### src/shared/lpb_pkg.sv
// Constants shared by the panel bus, interrupt and bring-up block
package lpb_pkg;
	// ****************************************
	// Register byte offsets
	// ****************************************
	localparam logic [11:0] OFS_UPPER_BASE = 12'h000;
	localparam logic [11:0] OFS_LOWER_BASE = 12'h004;
	localparam logic [11:0] OFS_FRAME_CFG = 12'h018;
	localparam logic [11:0] OFS_FETCH_CTRL = 12'h01C;
	localparam logic [11:0] OFS_WINDOW_CFG = 12'h020;
	localparam logic [11:0] OFS_CTRL_ONE = 12'h800;
	localparam logic [11:0] OFS_CTRL_TWO = 12'h804;
	localparam logic [11:0] OFS_DITHER_FIRST = 12'h81C;
	localparam logic [11:0] OFS_DITHER_LAST = 12'h838;
	localparam logic [11:0] OFS_POWER = 12'h83C;
	localparam logic [11:0] OFS_IRQ_ENABLE = 12'h848;
	localparam logic [11:0] OFS_IRQ_DISABLE = 12'h84C;
	localparam logic [11:0] OFS_IRQ_MASK = 12'h850;
	localparam logic [11:0] OFS_IRQ_STATUS = 12'h854;
	localparam logic [11:0] OFS_IRQ_CLEAR = 12'h858;
	// ****************************************
	// Reset values
	// ****************************************
	localparam logic [31:0] RST_CTRL_ONE = 32'h0000_2000;
	localparam logic [31:0] RST_POWER = 32'h0000_000E;
	localparam logic [31:0] RST_ZERO = 32'h0000_0000;
	localparam logic [31:0] RST_DITHER [8] = '{32'h0000_00A5, 32'h05AF_0FA5,
		32'h000A_5A5F, 32'h0000_0A5F, 32'h0FAF_5FA5, 32'h0000_FAF5,
		32'h000F_AF5F, 32'h0F5F_FAFF};
	// ****************************************
	// Field positions
	// ****************************************
	localparam int FETCH_ENABLE_BIT = 0;
	localparam int FETCH_COMMIT_BIT = 2;
	localparam int WINDOW_EN_BIT = 3;
	localparam int BYPASS_BIT = 0;
	localparam int DIVISOR_LSB = 12;
	localparam int DIVISOR_W = 9;
	localparam int TYPE_LSB = 0;
	localparam int DUAL_SCAN_BIT = 2;
	localparam int WIDTH_LSB = 3;
	localparam int POWER_EN_BIT = 0;
	localparam int BUSY_BIT = 31;
	localparam int IRQ_W = 6;
	// Interrupt source bit positions
	localparam int IRQ_LINE = 0;
	localparam int IRQ_LAST_LINE = 1;
	localparam int IRQ_FRAME = 2;
	localparam int IRQ_UNDERFLOW = 3;
	localparam int IRQ_OVERWRITE = 4;
	localparam int IRQ_MEM_ERR = 5;
	// Panel kinds and interface widths
	localparam logic [1:0] TYPE_TFT = 2'h2;
	localparam logic [1:0] WIDTH_4 = 2'h0;
	localparam logic [1:0] WIDTH_8 = 2'h1;
	localparam logic [1:0] WIDTH_16 = 2'h2;
	// Bus answer states, one-hot
	typedef enum logic [1:0] {
		LPB_IDLE = 2'h1,
		LPB_ANSWER = 2'h2
	} lpb_bus_state_t;
endpackage

### src/rtl/lpb_core.sv
// Panel data bus lanes, interrupt sources and fetch/core bring-up logic
//
// The register addresses and register access over Avalon-MM were chosen for this implementation.
module lpb_core (
	input wire logic i_clock,
	input wire logic i_rst,
	input wire logic [11:0] i_avm_address,
	input wire logic i_avm_read,
	input wire logic i_avm_write,
	input wire logic [31:0] i_avm_writedata,
	output logic [31:0] o_avm_readdata,
	output logic o_avm_waitrequest,
	input wire logic i_bus_error,
	input wire logic i_fetch_transfer,
	input wire logic i_serializer_read,
	input wire logic i_fifo_empty,
	input wire logic i_fetch_fifo_write,
	input wire logic i_fifo_full,
	input wire logic i_frame_reload,
	input wire logic i_line_blank,
	input wire logic i_last_line,
	input wire logic i_fetch_idle,
	input wire logic [7:0] i_pix_upper,
	input wire logic [7:0] i_pix_lower,
	input wire logic [7:0] i_pix_red,
	input wire logic [7:0] i_pix_green,
	input wire logic [7:0] i_pix_blue,
	output logic [23:0] o_panel_data_bus,
	output logic o_pixel_clock_out,
	output logic o_fetch_run,
	output logic [31:0] o_upper_frame_base,
	output logic [31:0] o_lower_frame_base,
	output logic [31:0] o_fetch_frame_config,
	output logic [31:0] o_window_addressing_config,
	output logic o_irq
);
	// ****************************************
	// Registers
	// ****************************************
	lpb_pkg::lpb_bus_state_t state_r; // Bus answer state
	logic [31:0] upper_base_r; // Software view of upper base
	logic [31:0] lower_base_r; // Software view of lower base
	logic [31:0] frame_cfg_r; // Frame word count and burst length
	logic [31:0] fetch_ctrl_r; // Fetch control, commit bit reads zero
	logic [31:0] window_cfg_r; // Window addressing configuration
	logic [31:0] ctrl_one_r; // Divisor and bypass
	logic [31:0] ctrl_two_r; // Panel kind, scan, width
	logic [31:0] dither_r [8]; // Dither patterns
	logic [31:0] power_r; // Power control without busy bit
	logic busy_r; // Core not yet idle
	logic commit_pend_r; // Commit written, waiting for the applied set to load (at reload or while fetch is stopped)
	logic [lpb_pkg::IRQ_W-1:0] mask_r; // Enabled sources
	logic [lpb_pkg::IRQ_W-1:0] status_r; // Pending sources
	logic [lpb_pkg::IRQ_W-1:0] event_r; // Events caught on core clock
	logic [lpb_pkg::DIVISOR_W-1:0] div_cnt_r; // Pixel clock divider
	logic [31:0] rdata_nxt; // Read mux
	logic wr_fire; // Write takes effect this edge
	logic rd_take; // Read data captured at this edge
	logic core_on; // Core power enable field
	logic dual_scan; // Dual scan selected
	logic hold_cfg; // Changes need the commit bit
	logic apply_cfg; // Applied set loads at this edge
	logic [lpb_pkg::IRQ_W-1:0] ev_raw; // Raw interrupt causes

	assign core_on = power_r[lpb_pkg::POWER_EN_BIT];
	assign dual_scan = ctrl_two_r[lpb_pkg::DUAL_SCAN_BIT];
	assign hold_cfg = dual_scan | fetch_ctrl_r[lpb_pkg::WINDOW_EN_BIT];
	assign apply_cfg = (i_frame_reload || !o_fetch_run) && (!hold_cfg || commit_pend_r);
	assign wr_fire = i_avm_write & (state_r == lpb_pkg::LPB_ANSWER);
	assign rd_take = i_avm_read & (state_r == lpb_pkg::LPB_IDLE);

	// Word decode helper
	function automatic logic hit(input logic [11:0] a, input logic [11:0] ofs);
		hit = (a == ofs);
	endfunction

	// ****************************************
	// Avalon slave: one wait cycle per access
	// ****************************************
	// Request seen with wait high, answered the next cycle with wait low
	always_ff @(posedge i_clock) begin
		if (i_rst) begin
			state_r <= lpb_pkg::LPB_IDLE;
			o_avm_waitrequest <= 1'b1;
		end else begin
			case (state_r)
				lpb_pkg::LPB_IDLE: begin
					if (i_avm_read | i_avm_write) begin
						state_r <= lpb_pkg::LPB_ANSWER;
						o_avm_waitrequest <= 1'b0;
					end
				end
				lpb_pkg::LPB_ANSWER: begin
					state_r <= lpb_pkg::LPB_IDLE;
					o_avm_waitrequest <= 1'b1;
				end
				default: begin
					state_r <= lpb_pkg::LPB_IDLE;
					o_avm_waitrequest <= 1'b1;
				end
			endcase
		end
	end

	// Read mux; write-only and unmapped words read zero
	always_comb begin
		rdata_nxt = lpb_pkg::RST_ZERO;
		case (i_avm_address)
			lpb_pkg::OFS_UPPER_BASE: rdata_nxt = upper_base_r;
			lpb_pkg::OFS_LOWER_BASE: rdata_nxt = lower_base_r;
			lpb_pkg::OFS_FRAME_CFG: rdata_nxt = frame_cfg_r;
			lpb_pkg::OFS_FETCH_CTRL: rdata_nxt = fetch_ctrl_r;
			lpb_pkg::OFS_WINDOW_CFG: rdata_nxt = window_cfg_r;
			lpb_pkg::OFS_CTRL_ONE: rdata_nxt = ctrl_one_r;
			lpb_pkg::OFS_CTRL_TWO: rdata_nxt = ctrl_two_r;
			lpb_pkg::OFS_POWER: begin
				rdata_nxt = power_r;
				rdata_nxt[lpb_pkg::BUSY_BIT] = busy_r;
			end
			lpb_pkg::OFS_IRQ_MASK: rdata_nxt = {26'h0, mask_r};
			lpb_pkg::OFS_IRQ_STATUS: rdata_nxt = {26'h0, status_r};
			default: begin
				for (int k = 0; k < 8; k++) begin
					if (i_avm_address == lpb_pkg::OFS_DITHER_FIRST + 12'(4 * k)) begin
						rdata_nxt = dither_r[k];
					end
				end
			end
		endcase
	end

	// Read data captured at request so it stands when wait drops
	always_ff @(posedge i_clock) begin
		if (i_rst) begin
			o_avm_readdata <= lpb_pkg::RST_ZERO;
		end else if (rd_take) begin
			o_avm_readdata <= rdata_nxt;
		end
	end

	// ****************************************
	// Configuration registers
	// ****************************************
	// Read/write registers, commit and busy bits stored as zero; dither patterns preset at reset
	always_ff @(posedge i_clock) begin
		if (i_rst) begin
			upper_base_r <= lpb_pkg::RST_ZERO;
			lower_base_r <= lpb_pkg::RST_ZERO;
			frame_cfg_r <= lpb_pkg::RST_ZERO;
			fetch_ctrl_r <= lpb_pkg::RST_ZERO;
			window_cfg_r <= lpb_pkg::RST_ZERO;
			ctrl_one_r <= lpb_pkg::RST_CTRL_ONE;
			ctrl_two_r <= lpb_pkg::RST_ZERO;
			power_r <= lpb_pkg::RST_POWER;
			dither_r <= lpb_pkg::RST_DITHER;
		end else if (wr_fire) begin
			if (hit(i_avm_address, lpb_pkg::OFS_UPPER_BASE)) upper_base_r <= i_avm_writedata;
			if (hit(i_avm_address, lpb_pkg::OFS_LOWER_BASE)) lower_base_r <= i_avm_writedata;
			if (hit(i_avm_address, lpb_pkg::OFS_FRAME_CFG)) frame_cfg_r <= i_avm_writedata;
			if (hit(i_avm_address, lpb_pkg::OFS_WINDOW_CFG)) window_cfg_r <= i_avm_writedata;
			if (hit(i_avm_address, lpb_pkg::OFS_CTRL_ONE)) ctrl_one_r <= i_avm_writedata;
			if (hit(i_avm_address, lpb_pkg::OFS_CTRL_TWO)) ctrl_two_r <= i_avm_writedata;
			if (hit(i_avm_address, lpb_pkg::OFS_POWER)) begin
				power_r <= i_avm_writedata;
				power_r[lpb_pkg::BUSY_BIT] <= 1'b0;
			end
			if (hit(i_avm_address, lpb_pkg::OFS_FETCH_CTRL)) begin
				fetch_ctrl_r <= i_avm_writedata;
				fetch_ctrl_r[lpb_pkg::FETCH_COMMIT_BIT] <= 1'b0;
			end
			for (int k = 0; k < 8; k++) begin
				if (hit(i_avm_address, lpb_pkg::OFS_DITHER_FIRST + 12'(4 * k))) begin
					dither_r[k] <= i_avm_writedata;
				end
			end
		end
	end

	// ****************************************
	// Fetch configuration and bring-up
	// ****************************************
	// Commit request waits until the applied set takes it, then is spent
	always_ff @(posedge i_clock) begin
		if (i_rst) begin
			commit_pend_r <= 1'b0;
		end else if (wr_fire && hit(i_avm_address, lpb_pkg::OFS_FETCH_CTRL)
			&& i_avm_writedata[lpb_pkg::FETCH_COMMIT_BIT]) begin
			commit_pend_r <= 1'b1;
		end else if (apply_cfg) begin
			commit_pend_r <= 1'b0;
		end
	end

	// Applied set loads at reload or while fetch is stopped; dual or window mode needs commit
	always_ff @(posedge i_clock) begin
		if (i_rst) begin
			o_upper_frame_base <= lpb_pkg::RST_ZERO;
			o_lower_frame_base <= lpb_pkg::RST_ZERO;
			o_fetch_frame_config <= lpb_pkg::RST_ZERO;
			o_window_addressing_config <= lpb_pkg::RST_ZERO;
		end else if (apply_cfg) begin
			o_upper_frame_base <= upper_base_r;
			o_lower_frame_base <= dual_scan ? lower_base_r : lpb_pkg::RST_ZERO;
			o_fetch_frame_config <= frame_cfg_r;
			o_window_addressing_config <= fetch_ctrl_r[lpb_pkg::WINDOW_EN_BIT]
				? window_cfg_r : lpb_pkg::RST_ZERO;
		end
	end

	// Fetch runs only with fetch enabled and core powered
	always_ff @(posedge i_clock) begin
		if (i_rst) begin
			o_fetch_run <= 1'b0;
		end else begin
			o_fetch_run <= fetch_ctrl_r[lpb_pkg::FETCH_ENABLE_BIT] & core_on;
		end
	end

	// Busy rises with power; after power-off it falls at the next idle blanking
	always_ff @(posedge i_clock) begin
		if (i_rst) begin
			busy_r <= 1'b0;
		end else if (core_on) begin
			busy_r <= 1'b1;
		end else if (i_line_blank && i_fetch_idle) begin
			busy_r <= 1'b0;
		end
	end

	// ****************************************
	// Pixel clock
	// ****************************************
	// Output toggles every divisor+1 cycles; bypass toggles every cycle
	always_ff @(posedge i_clock) begin
		if (i_rst) begin
			div_cnt_r <= '0;
			o_pixel_clock_out <= 1'b0;
		end else if (!busy_r) begin
			div_cnt_r <= '0;
			o_pixel_clock_out <= 1'b0;
		end else if (ctrl_one_r[lpb_pkg::BYPASS_BIT]) begin
			div_cnt_r <= '0;
			o_pixel_clock_out <= ~o_pixel_clock_out;
		end else if (div_cnt_r >= ctrl_one_r[lpb_pkg::DIVISOR_LSB +: lpb_pkg::DIVISOR_W]) begin
			div_cnt_r <= '0;
			o_pixel_clock_out <= ~o_pixel_clock_out;
		end else begin
			div_cnt_r <= div_cnt_r + 1'b1;
		end
	end

	// ****************************************
	// Panel data lanes
	// ****************************************
	// Lane assignment by panel kind, scan and width
	always_ff @(posedge i_clock) begin
		if (i_rst || !core_on) begin
			o_panel_data_bus <= 24'h00_0000;
		end else if (ctrl_two_r[lpb_pkg::TYPE_LSB +: 2] == lpb_pkg::TYPE_TFT) begin
			o_panel_data_bus <= {i_pix_blue, i_pix_green, i_pix_red};
		end else if (dual_scan && ctrl_two_r[lpb_pkg::WIDTH_LSB +: 2] == lpb_pkg::WIDTH_16) begin
			o_panel_data_bus <= {8'h00, i_pix_lower, i_pix_upper};
		end else if (dual_scan) begin
			o_panel_data_bus <= {16'h0000, i_pix_lower[3:0], i_pix_upper[3:0]};
		end else if (ctrl_two_r[lpb_pkg::WIDTH_LSB +: 2] == lpb_pkg::WIDTH_4) begin
			o_panel_data_bus <= {20'h0_0000, i_pix_upper[3:0]};
		end else begin
			o_panel_data_bus <= {16'h0000, i_pix_upper};
		end
	end

	// ****************************************
	// Interrupts
	// ****************************************
	// Raw causes, caught on the core clock one cycle before status
	always_comb begin
		ev_raw = '0;
		ev_raw[lpb_pkg::IRQ_MEM_ERR] = i_bus_error & i_fetch_transfer;
		ev_raw[lpb_pkg::IRQ_UNDERFLOW] = i_serializer_read & i_fifo_empty;
		ev_raw[lpb_pkg::IRQ_OVERWRITE] = i_fetch_fifo_write & i_fifo_full;
		ev_raw[lpb_pkg::IRQ_FRAME] = i_frame_reload;
		ev_raw[lpb_pkg::IRQ_LINE] = i_line_blank & i_fetch_idle;
		ev_raw[lpb_pkg::IRQ_LAST_LINE] = i_line_blank & i_last_line & i_fetch_idle;
	end

	always_ff @(posedge i_clock) begin
		if (i_rst) begin
			event_r <= '0;
		end else begin
			event_r <= ev_raw;
		end
	end

	// Mask: enable sets, disable clears
	always_ff @(posedge i_clock) begin
		if (i_rst) begin
			mask_r <= '0;
		end else if (wr_fire && hit(i_avm_address, lpb_pkg::OFS_IRQ_ENABLE)) begin
			mask_r <= mask_r | i_avm_writedata[lpb_pkg::IRQ_W-1:0];
		end else if (wr_fire && hit(i_avm_address, lpb_pkg::OFS_IRQ_DISABLE)) begin
			mask_r <= mask_r & ~i_avm_writedata[lpb_pkg::IRQ_W-1:0];
		end
	end

	// Status: events set, clear register clears, a new event wins
	always_ff @(posedge i_clock) begin
		if (i_rst) begin
			status_r <= '0;
		end else if (wr_fire && hit(i_avm_address, lpb_pkg::OFS_IRQ_CLEAR)) begin
			status_r <= (status_r & ~i_avm_writedata[lpb_pkg::IRQ_W-1:0]) | event_r;
		end else begin
			status_r <= status_r | event_r;
		end
	end

	// Single interrupt line
	always_ff @(posedge i_clock) begin
		if (i_rst) begin
			o_irq <= 1'b0;
		end else begin
			o_irq <= |(status_r & mask_r);
		end
	end

	// ****************************************
	// Assertions
	// ****************************************
	property p_irq_or;
		@(posedge i_clock) disable iff (i_rst) ##1 o_irq == |($past(status_r) & $past(mask_r));
	endproperty
	a_irq_or: assert property (p_irq_or) else $error("irq not OR of masked status");
	property p_mem_err;
		@(posedge i_clock) disable iff (i_rst)
			(i_bus_error && i_fetch_transfer) |-> ##2 status_r[lpb_pkg::IRQ_MEM_ERR];
	endproperty
	a_mem_err: assert property (p_mem_err) else $error("memory error not flagged");
	property p_underflow;
		@(posedge i_clock) disable iff (i_rst)
			(i_serializer_read && i_fifo_empty) |-> ##2 status_r[lpb_pkg::IRQ_UNDERFLOW];
	endproperty
	a_underflow: assert property (p_underflow) else $error("underflow not flagged");
	property p_overwrite;
		@(posedge i_clock) disable iff (i_rst)
			(i_fetch_fifo_write && i_fifo_full) |-> ##2 status_r[lpb_pkg::IRQ_OVERWRITE];
	endproperty
	a_overwrite: assert property (p_overwrite) else $error("overwrite not flagged");
	property p_frame;
		@(posedge i_clock) disable iff (i_rst) i_frame_reload |-> ##2 status_r[lpb_pkg::IRQ_FRAME];
	endproperty
	a_frame: assert property (p_frame) else $error("end of frame not flagged");
	property p_last_line;
		@(posedge i_clock) disable iff (i_rst) (i_line_blank && i_last_line && i_fetch_idle)
			|-> ##2 (status_r[lpb_pkg::IRQ_LAST_LINE] && status_r[lpb_pkg::IRQ_LINE]);
	endproperty
	a_last_line: assert property (p_last_line) else $error("line events not flagged");
	property p_fetch_power;
		@(posedge i_clock) disable iff (i_rst) o_fetch_run |-> $past(core_on);
	endproperty
	a_fetch_power: assert property (p_fetch_power) else $error("fetch without power");
	property p_busy;
		@(posedge i_clock) disable iff (i_rst) core_on |=> busy_r;
	endproperty
	a_busy: assert property (p_busy) else $error("busy low while powered");
	property p_tft_lanes;
		@(posedge i_clock) disable iff (i_rst)
			(core_on && ctrl_two_r[1:0] == lpb_pkg::TYPE_TFT && !$changed(ctrl_two_r))
			|=> o_panel_data_bus == {$past(i_pix_blue), $past(i_pix_green), $past(i_pix_red)};
	endproperty
	a_tft_lanes: assert property (p_tft_lanes) else $error("colour lanes wrong");
	property p_dual8;
		@(posedge i_clock) disable iff (i_rst) (core_on && dual_scan
			&& ctrl_two_r[1:0] != lpb_pkg::TYPE_TFT && ctrl_two_r[4:3] == lpb_pkg::WIDTH_8)
			|=> o_panel_data_bus[23:8] == 16'h0000;
	endproperty
	a_dual8: assert property (p_dual8) else $error("upper lanes driven in 8-bit dual");
endmodule

### config.mk
export PLATFORM = sky130hd
export DESIGN_NAME = lpb_core
export DESIGN_NICKNAME = d
export VERILOG_FILES = /design/src/shared/lpb_pkg.sv /design/src/rtl/lpb_core.sv
export SDC_FILE = /design/constraint.sdc
export NUM_CORES = 2
export LEC_CHECK = 0
export ABC_AREA = 1
export CAP_MARGIN = 20
export CORE_ASPECT_RATIO = 0.6
export CORE_UTILIZATION = 57
export DETAILED_ROUTE_END_ITERATION = 7
export DONT_BUFFER_PORTS = 1
export MAX_ROUTING_LAYER = met4
export PLACE_DENSITY = 0.75
export SYNTH_ARGS = -nofsm -noshare
export SYNTH_HDL_FRONTEND = slang
export SYNTH_SLANG_ARGS = --single-unit
### constraint.sdc
create_clock -name i_clock -period 1.75 [get_ports i_clock]
set_input_delay 0.35 -clock i_clock [delete_from_list [all_inputs] [get_ports i_clock]]
set_output_delay 0.35 -clock i_clock [all_outputs]
set_load 0.02 [all_outputs]
# [Word-level counts from Yosys, hierarchy flattened]
# Index checks and enable logic that the tools add are counted.
[word_totals] output_inout_bits=188 regBits=729 word_cells=144 in_bits=98
[classes] add_sub_neg=1 eq_ne=24 muxes=24 magnitude_cmp=1 reduce_logical=40 bitwise=21
[ops] op="32-bit two-way mux" n=10
[ops] op="32-bit one-hot mux with 10 select lines" n=1
[ops] op="12-bit equality test, second input constant" n=16
[ops] op="2-bit AND reduction" n=16
[ops] op="12-bit by 5-bit equality test with 1-bit output, second input constant" n=2
[ops] op="24-bit two-way mux" n=1
[ops] op="6-bit AND" n=3
[ops] op="6-bit two-way mux" n=3
[ops] op="6-bit bitwise OR" n=3
[ops] op="16-bit two-way mux" n=1
[ops] op="8-bit two-way mux" n=2
[ops] op="12-bit by 3-bit equality test with 1-bit output, second input constant" n=1
[ops] op="12-bit by 6-bit equality test with 1-bit output, second input constant" n=1
[ops] op="12-bit logical NOT" n=1
[ops] op="9-bit by 1-bit adder with 9-bit output, second input constant" n=1
[ops] op="1-bit AND" n=9
[ops] op="9-bit greater-or-equal comparator" n=1
[ops] op="1-bit logical AND" n=8
[ops] op="2-bit nonzero test" n=4
[ops] op="2-bit equality test, second input constant" n=3
[ops] op="1-bit two-way mux" n=6
[ops] op="6-bit NOT" n=1
[ops] op="6-bit OR reduction" n=1
[ops] op="2-bit OR reduction" n=2
[ops] op="other kinds (7)" n=14

# [Depth between registers and ports, before layout]
[logic_depth] depth_word=10 mapped_depth=15

# [Worst setup path after synthesis]
# OpenSTA, ideal clock, no wires.
[synth_path] path_kind="input port to flip-flop" from="input i_avm_address[9]" to="register dither_r[89] in the netlist's numbering" t_arrival_ns=1.683 path_slack_ns=-0.061 stages=9 n_path_buf=1 required_ns=1.622 setup_time_ns=0.128 path_cell_list="nor2_1 -> nand3_4 -> nor2_2 -> nand2_1 -> inv_2 -> nand2_2 -> clkbuf_1 -> o21ai_0 -> a21oi_1"
[synth_via] elab_chain_len=2
[synth_lines] element="start, declared" line_no="lpb_core.sv:7" text="input wire logic [11:0] i_avm_address,"
[synth_lines] element="12-bit equality test" line_no="lpb_core.sv:74" text="hit = (a == ofs);"
[synth_lines] element="2-bit AND reduction (no line)"
[synth_lines] element="end signal, assigned" line_no="lpb_core.sv:155" text="dither_r <= lpb_pkg::RST_DITHER;"
[synth_lines] element="end signal, assigned by index" line_no="lpb_core.sv:173" text="dither_r[k] <= i_avm_writedata;"
[synth_lines] element="end, declared" line_no="lpb_core.sv:48" text="logic [31:0] dither_r [8];"
# Every way passes these cells.
# A chain may end at the register's enable or synchronous reset.

# [Worst setup path after layout]
[layout_path] from="register state_r[0]" to="register dither_r[53] in the netlist's numbering"
[layout_via] elab_chain_len=3
[layout_lines] element="start, declared" line_no="lpb_core.sv:40" text="lpb_pkg::lpb_bus_state_t state_r;"
[layout_lines] element="start signal, assigned" line_no="lpb_core.sv:83" text="state_r <= lpb_pkg::LPB_IDLE;"
[layout_lines] element="start signal, assigned" line_no="lpb_core.sv:89" text="state_r <= lpb_pkg::LPB_ANSWER;"
[layout_lines] element="start signal, assigned" line_no="lpb_core.sv:94" text="state_r <= lpb_pkg::LPB_IDLE;"
[layout_lines] element="2-bit equality test" line_no="lpb_core.sv:69" text="assign wr_fire = i_avm_write & (state_r == lpb_pkg::LPB_ANSWER);"
[layout_lines] element="1-bit AND" line_no="lpb_core.sv:69"
[layout_lines] element="2-bit AND reduction (no line)"
# Every way passes these cells.

==> reports/metrics.yaml <==
rsz0062_at_grt: "yes"
num_rows: 64
irDropWorstVdd_uv: 726
grt.total_usage_pct: 37.9
grt_pass1_vias: 25400
gp_congestion: 0.953
ios: 286
ff2ff_path_depth: 9
finClkSkew_ns: 0.0219
drv_slew: 0
critPathKind: "register to register"
fp.dieH_um: 178
worstHoldPathCells: 1
dp_cells: 4561
placed_cell_area_um2: 32000
cts-htree-levels: 3
synth_area_leaders: "dfxtp_1 (49%), a21oi_1 (9.2%), o21ai_0 (8.3%), nand2_1 (7.4%), nand3_1 (4.4%)"
wl_per_cell_um: 21.7
reg2reg_to: "dither_r[53]"
clk_latency_ns: 0.60
synthArstFlopShare_pct: 0
final_cells: 4807
vias: 29100
synth-seq-cells: 728
period_needed_ns: 1.81
synth_top_area_share_pct: 49.4
cts_tree: "built"
setup_viol_count_final: 27
critPathLaunchType: "register"
overflow: 0
cts_root_buf: "clkbuf_16"
path_delay_family: "buffers and inverters"
maxCapViolations: 0
post_synth_num_cell_types: 43
final_area_um2: 36300
cts_max_path_buffers: 3
numPortBuffers: 0
ys_seq_area_share_pct: 49.4
cp-end-kind: "register"
path_buf_inv: 6
hold_end: "o_lower_frame_base[12]"
crit_top_cell: "buf_6"
arrival_ns: 2.28
synth_area_leader_cell: "dfxtp_1"
clk_pin_slew_ns: 0.06
final.period_utilization_pct: 103
cts_buffers: 67
ant_nets: 0
synth_edf_count: 0
synthCells: 3895
crit_chain: "nor3_4 > buf_6 > inv_6 > buf_12 > nor3_4 > buf_6 > buf_6 > clkbuf_16 > a21oi_2"
worstMarginPinSlew_ns: 0.719
tns_ns: -0.726
die-width_um: 296
wirelength_um: 105000
drc: 0
pre_cts_slack_ns: -0.401
first_pass_iters: 6
avgSynthCellArea_um2: 7.58
synth.top_cells.by_count: "dfxtp_1 (728), nand2_1 (584), a21oi_1 (541)"
nets: 4162
hold_start: "i_rst"
hpwl_um: 65700
netlist_area_um2: 29500
critPathSlowestCell: "dfxtp_2"
drt_iter0_drc: 4035
synth.most_common_cell: "dfxtp_1"
grt_start_max_net_pins: 177
syn-num-nets: 4003
required_ns: 2.22
r2r-start: "state_r[0]"
synthFlopType: "dfxtp_1"
grt_pass1_wl_um: 150000
drive_above_1_share_pct: 13.8
worst_hold_slack_ns: -0.156
finalHoldViolations: 166
p_per_area_nw_per_um2: 917
status: "finished with violations"
reg2reg_slack_ns: -0.06
die_area_um2: 52700
slowest_delay_ns: 0.33
failed_checks: "negative hold slack, negative setup slack"
max_freq_ghz: 0.553
via_per_inst: 6.05
cp_max_fo: 7
slew-limit-headroom_pct: 51.6
p_leak_nw: 14.4
start_util_pct: 57.9
min_path_type: "primary input to register"
ys_warn_count: 0
design.core.area_um2: 51000
area_delta_synth_final_pct: 23.0
cts.sinks: 728
antenna_found_initial: 4
fin_ws_ns: -0.0574
-- per-stage QoR --
stage	utilization (%)	power, mW	hold WS (ns)
4_1_cts	69.1	33.2	-0.176
3_5_place_dp	62.7	17.9	0.420
5_1_grt	71.1	34.0	-0.174
2_1_floorplan	-	17.6	0.415
3_3_place_gp	62.7	17.9	0.420
6_report	71.2	33.3	-0.156
-- routing by layer --
metal,global-route usage [%],wire length (um)
met3,6.98,13200
met5,-,0
met1,51.6,42300
met2,56.0,45200
met4,13.8,3790
-- repair_timing --
| item | CTS | global route |
|---|---|---|
| endpoints found under the setup margin | 55 | 401 |
| endpoints found under the hold margin | 367 | 168 |
| setup buffers | 2 | 16 |
| resized for setup | 29 | 153 |
| hold buffers | 76 | 2 |
| pin swaps | 5 | 18 |
| cloned | 3 | 18 |
-- power breakdown --
group / leakage, nW / internal (mW) / switching (mW)
clock network: 1.14 / 8.80 / 6.63
logic: 7.36 / 0.391 / 0.807
registers: 5.87 / 16.6 / 0.0525
total: 14.4 / 25.8 / 7.49
-- worst register-to-register path, delay by kind of cell, from the launching register on --
family,cells,cell delay [ns]
buffers and inverters,6,0.83
DFF,1,0.33
AOI/OAI and AO/OA,1,0.06
and+or+nand+nor,2,0.46
-- cell type report --
type / instances / area [um^2]
fillers: 3876 / 14700
flip-flops and latches: 728 / 14600
multi-input cells: 2515 / 12800
well taps: 693 / 867
clock inverters: 21 / 249
diodes: 7 / 17.5
inverters: 364 / 1400
repair buffers: 378 / 4310
clock buffers: 101 / 2060
-- registers in the layout (all words and copies together) (netlist names), 6 cells and up, named ones only --
name	flops
status_r	6
power_r	31
window_cfg_r	32
o_panel_data_bus	24
ctrl_two_r	32
o_upper_frame_base	32
upper_base_r	32
dither_r	256
div_cnt_r	9
lower_base_r	32
o_window_addressing_config	32
o_lower_frame_base	32
o_fetch_frame_config	32
event_r	6
fetch_ctrl_r	31
frame_cfg_r	32
ctrl_one_r	32
o_avm_readdata	32
-- cell usage in the layout (no fill, tap or decap), types with 6 or more instances in the layout --
| master | count |
|---|---|
| clkbuf_8 | 19 |
| nand2_1 | 565 |
| nor2_1 | 292 |
| dfxtp_1 | 721 |
| nor3_4 | 6 |
| nor2_4 | 19 |
| a21oi_1 | 524 |
| o22ai_1 | 39 |
| o21ai_0 | 441 |
| nor3_1 | 8 |
| nand2_2 | 23 |
| dfxtp_2 | 7 |
| nor2_2 | 10 |
| buf_12 | 73 |
| nand4_1 | 34 |
| inv_1 | 323 |
| clkbuf_16 | 85 |
| clkbuf_1 | 12 |
| buf_6 | 19 |
| a21oi_2 | 21 |
| ha_4 | 7 |
| nand3_1 | 257 |
| o21ai_2 | 13 |
| diode_2 | 7 |
| inv_2 | 18 |
| a211oi_1 | 45 |
| buf_4 | 191 |
| clkinv_2 | 10 |
| dlygate4sd3_1 | 78 |
| clkinv_1 | 18 |
| o211ai_1 | 121 |
| o21ai_1 | 47 |
-- kinds of logic (layout without fill, tap and decap cells) --
kind of cell	Yosys count	count (layout)	synth area share, %
buffers and inverters	652	864	8.70
AO/OA/AOI/OAI	1267	1267	23.2
AND/OR/NAND/NOR	1234	1234	18.2
adder cells (fa/ha/maj)	10	10	0.424
XOR/XNOR	4	4	0.119
other	0	7	0
flip-flops	728	728	49.4
-- worst max path at each step --
stage                          start                 end  slack (ns)  cells after the start
finish                    state_r[0]        dither_r[53]       -0.06                      9
global route              state_r[0]        dither_r[53]       -0.10                      9
CTS                       state_r[0]        dither_r[58]      -0.004                      9
detailed placement  i_avm_address[1]  o_avm_readdata[30]       -0.40                     12
global placement    i_avm_address[1]   o_avm_readdata[9]       -0.38                     12
floorplan           i_avm_address[1]        dither_r[89]      0.0002                      9
Note: power is estimated with default switching activity, not from simulation.
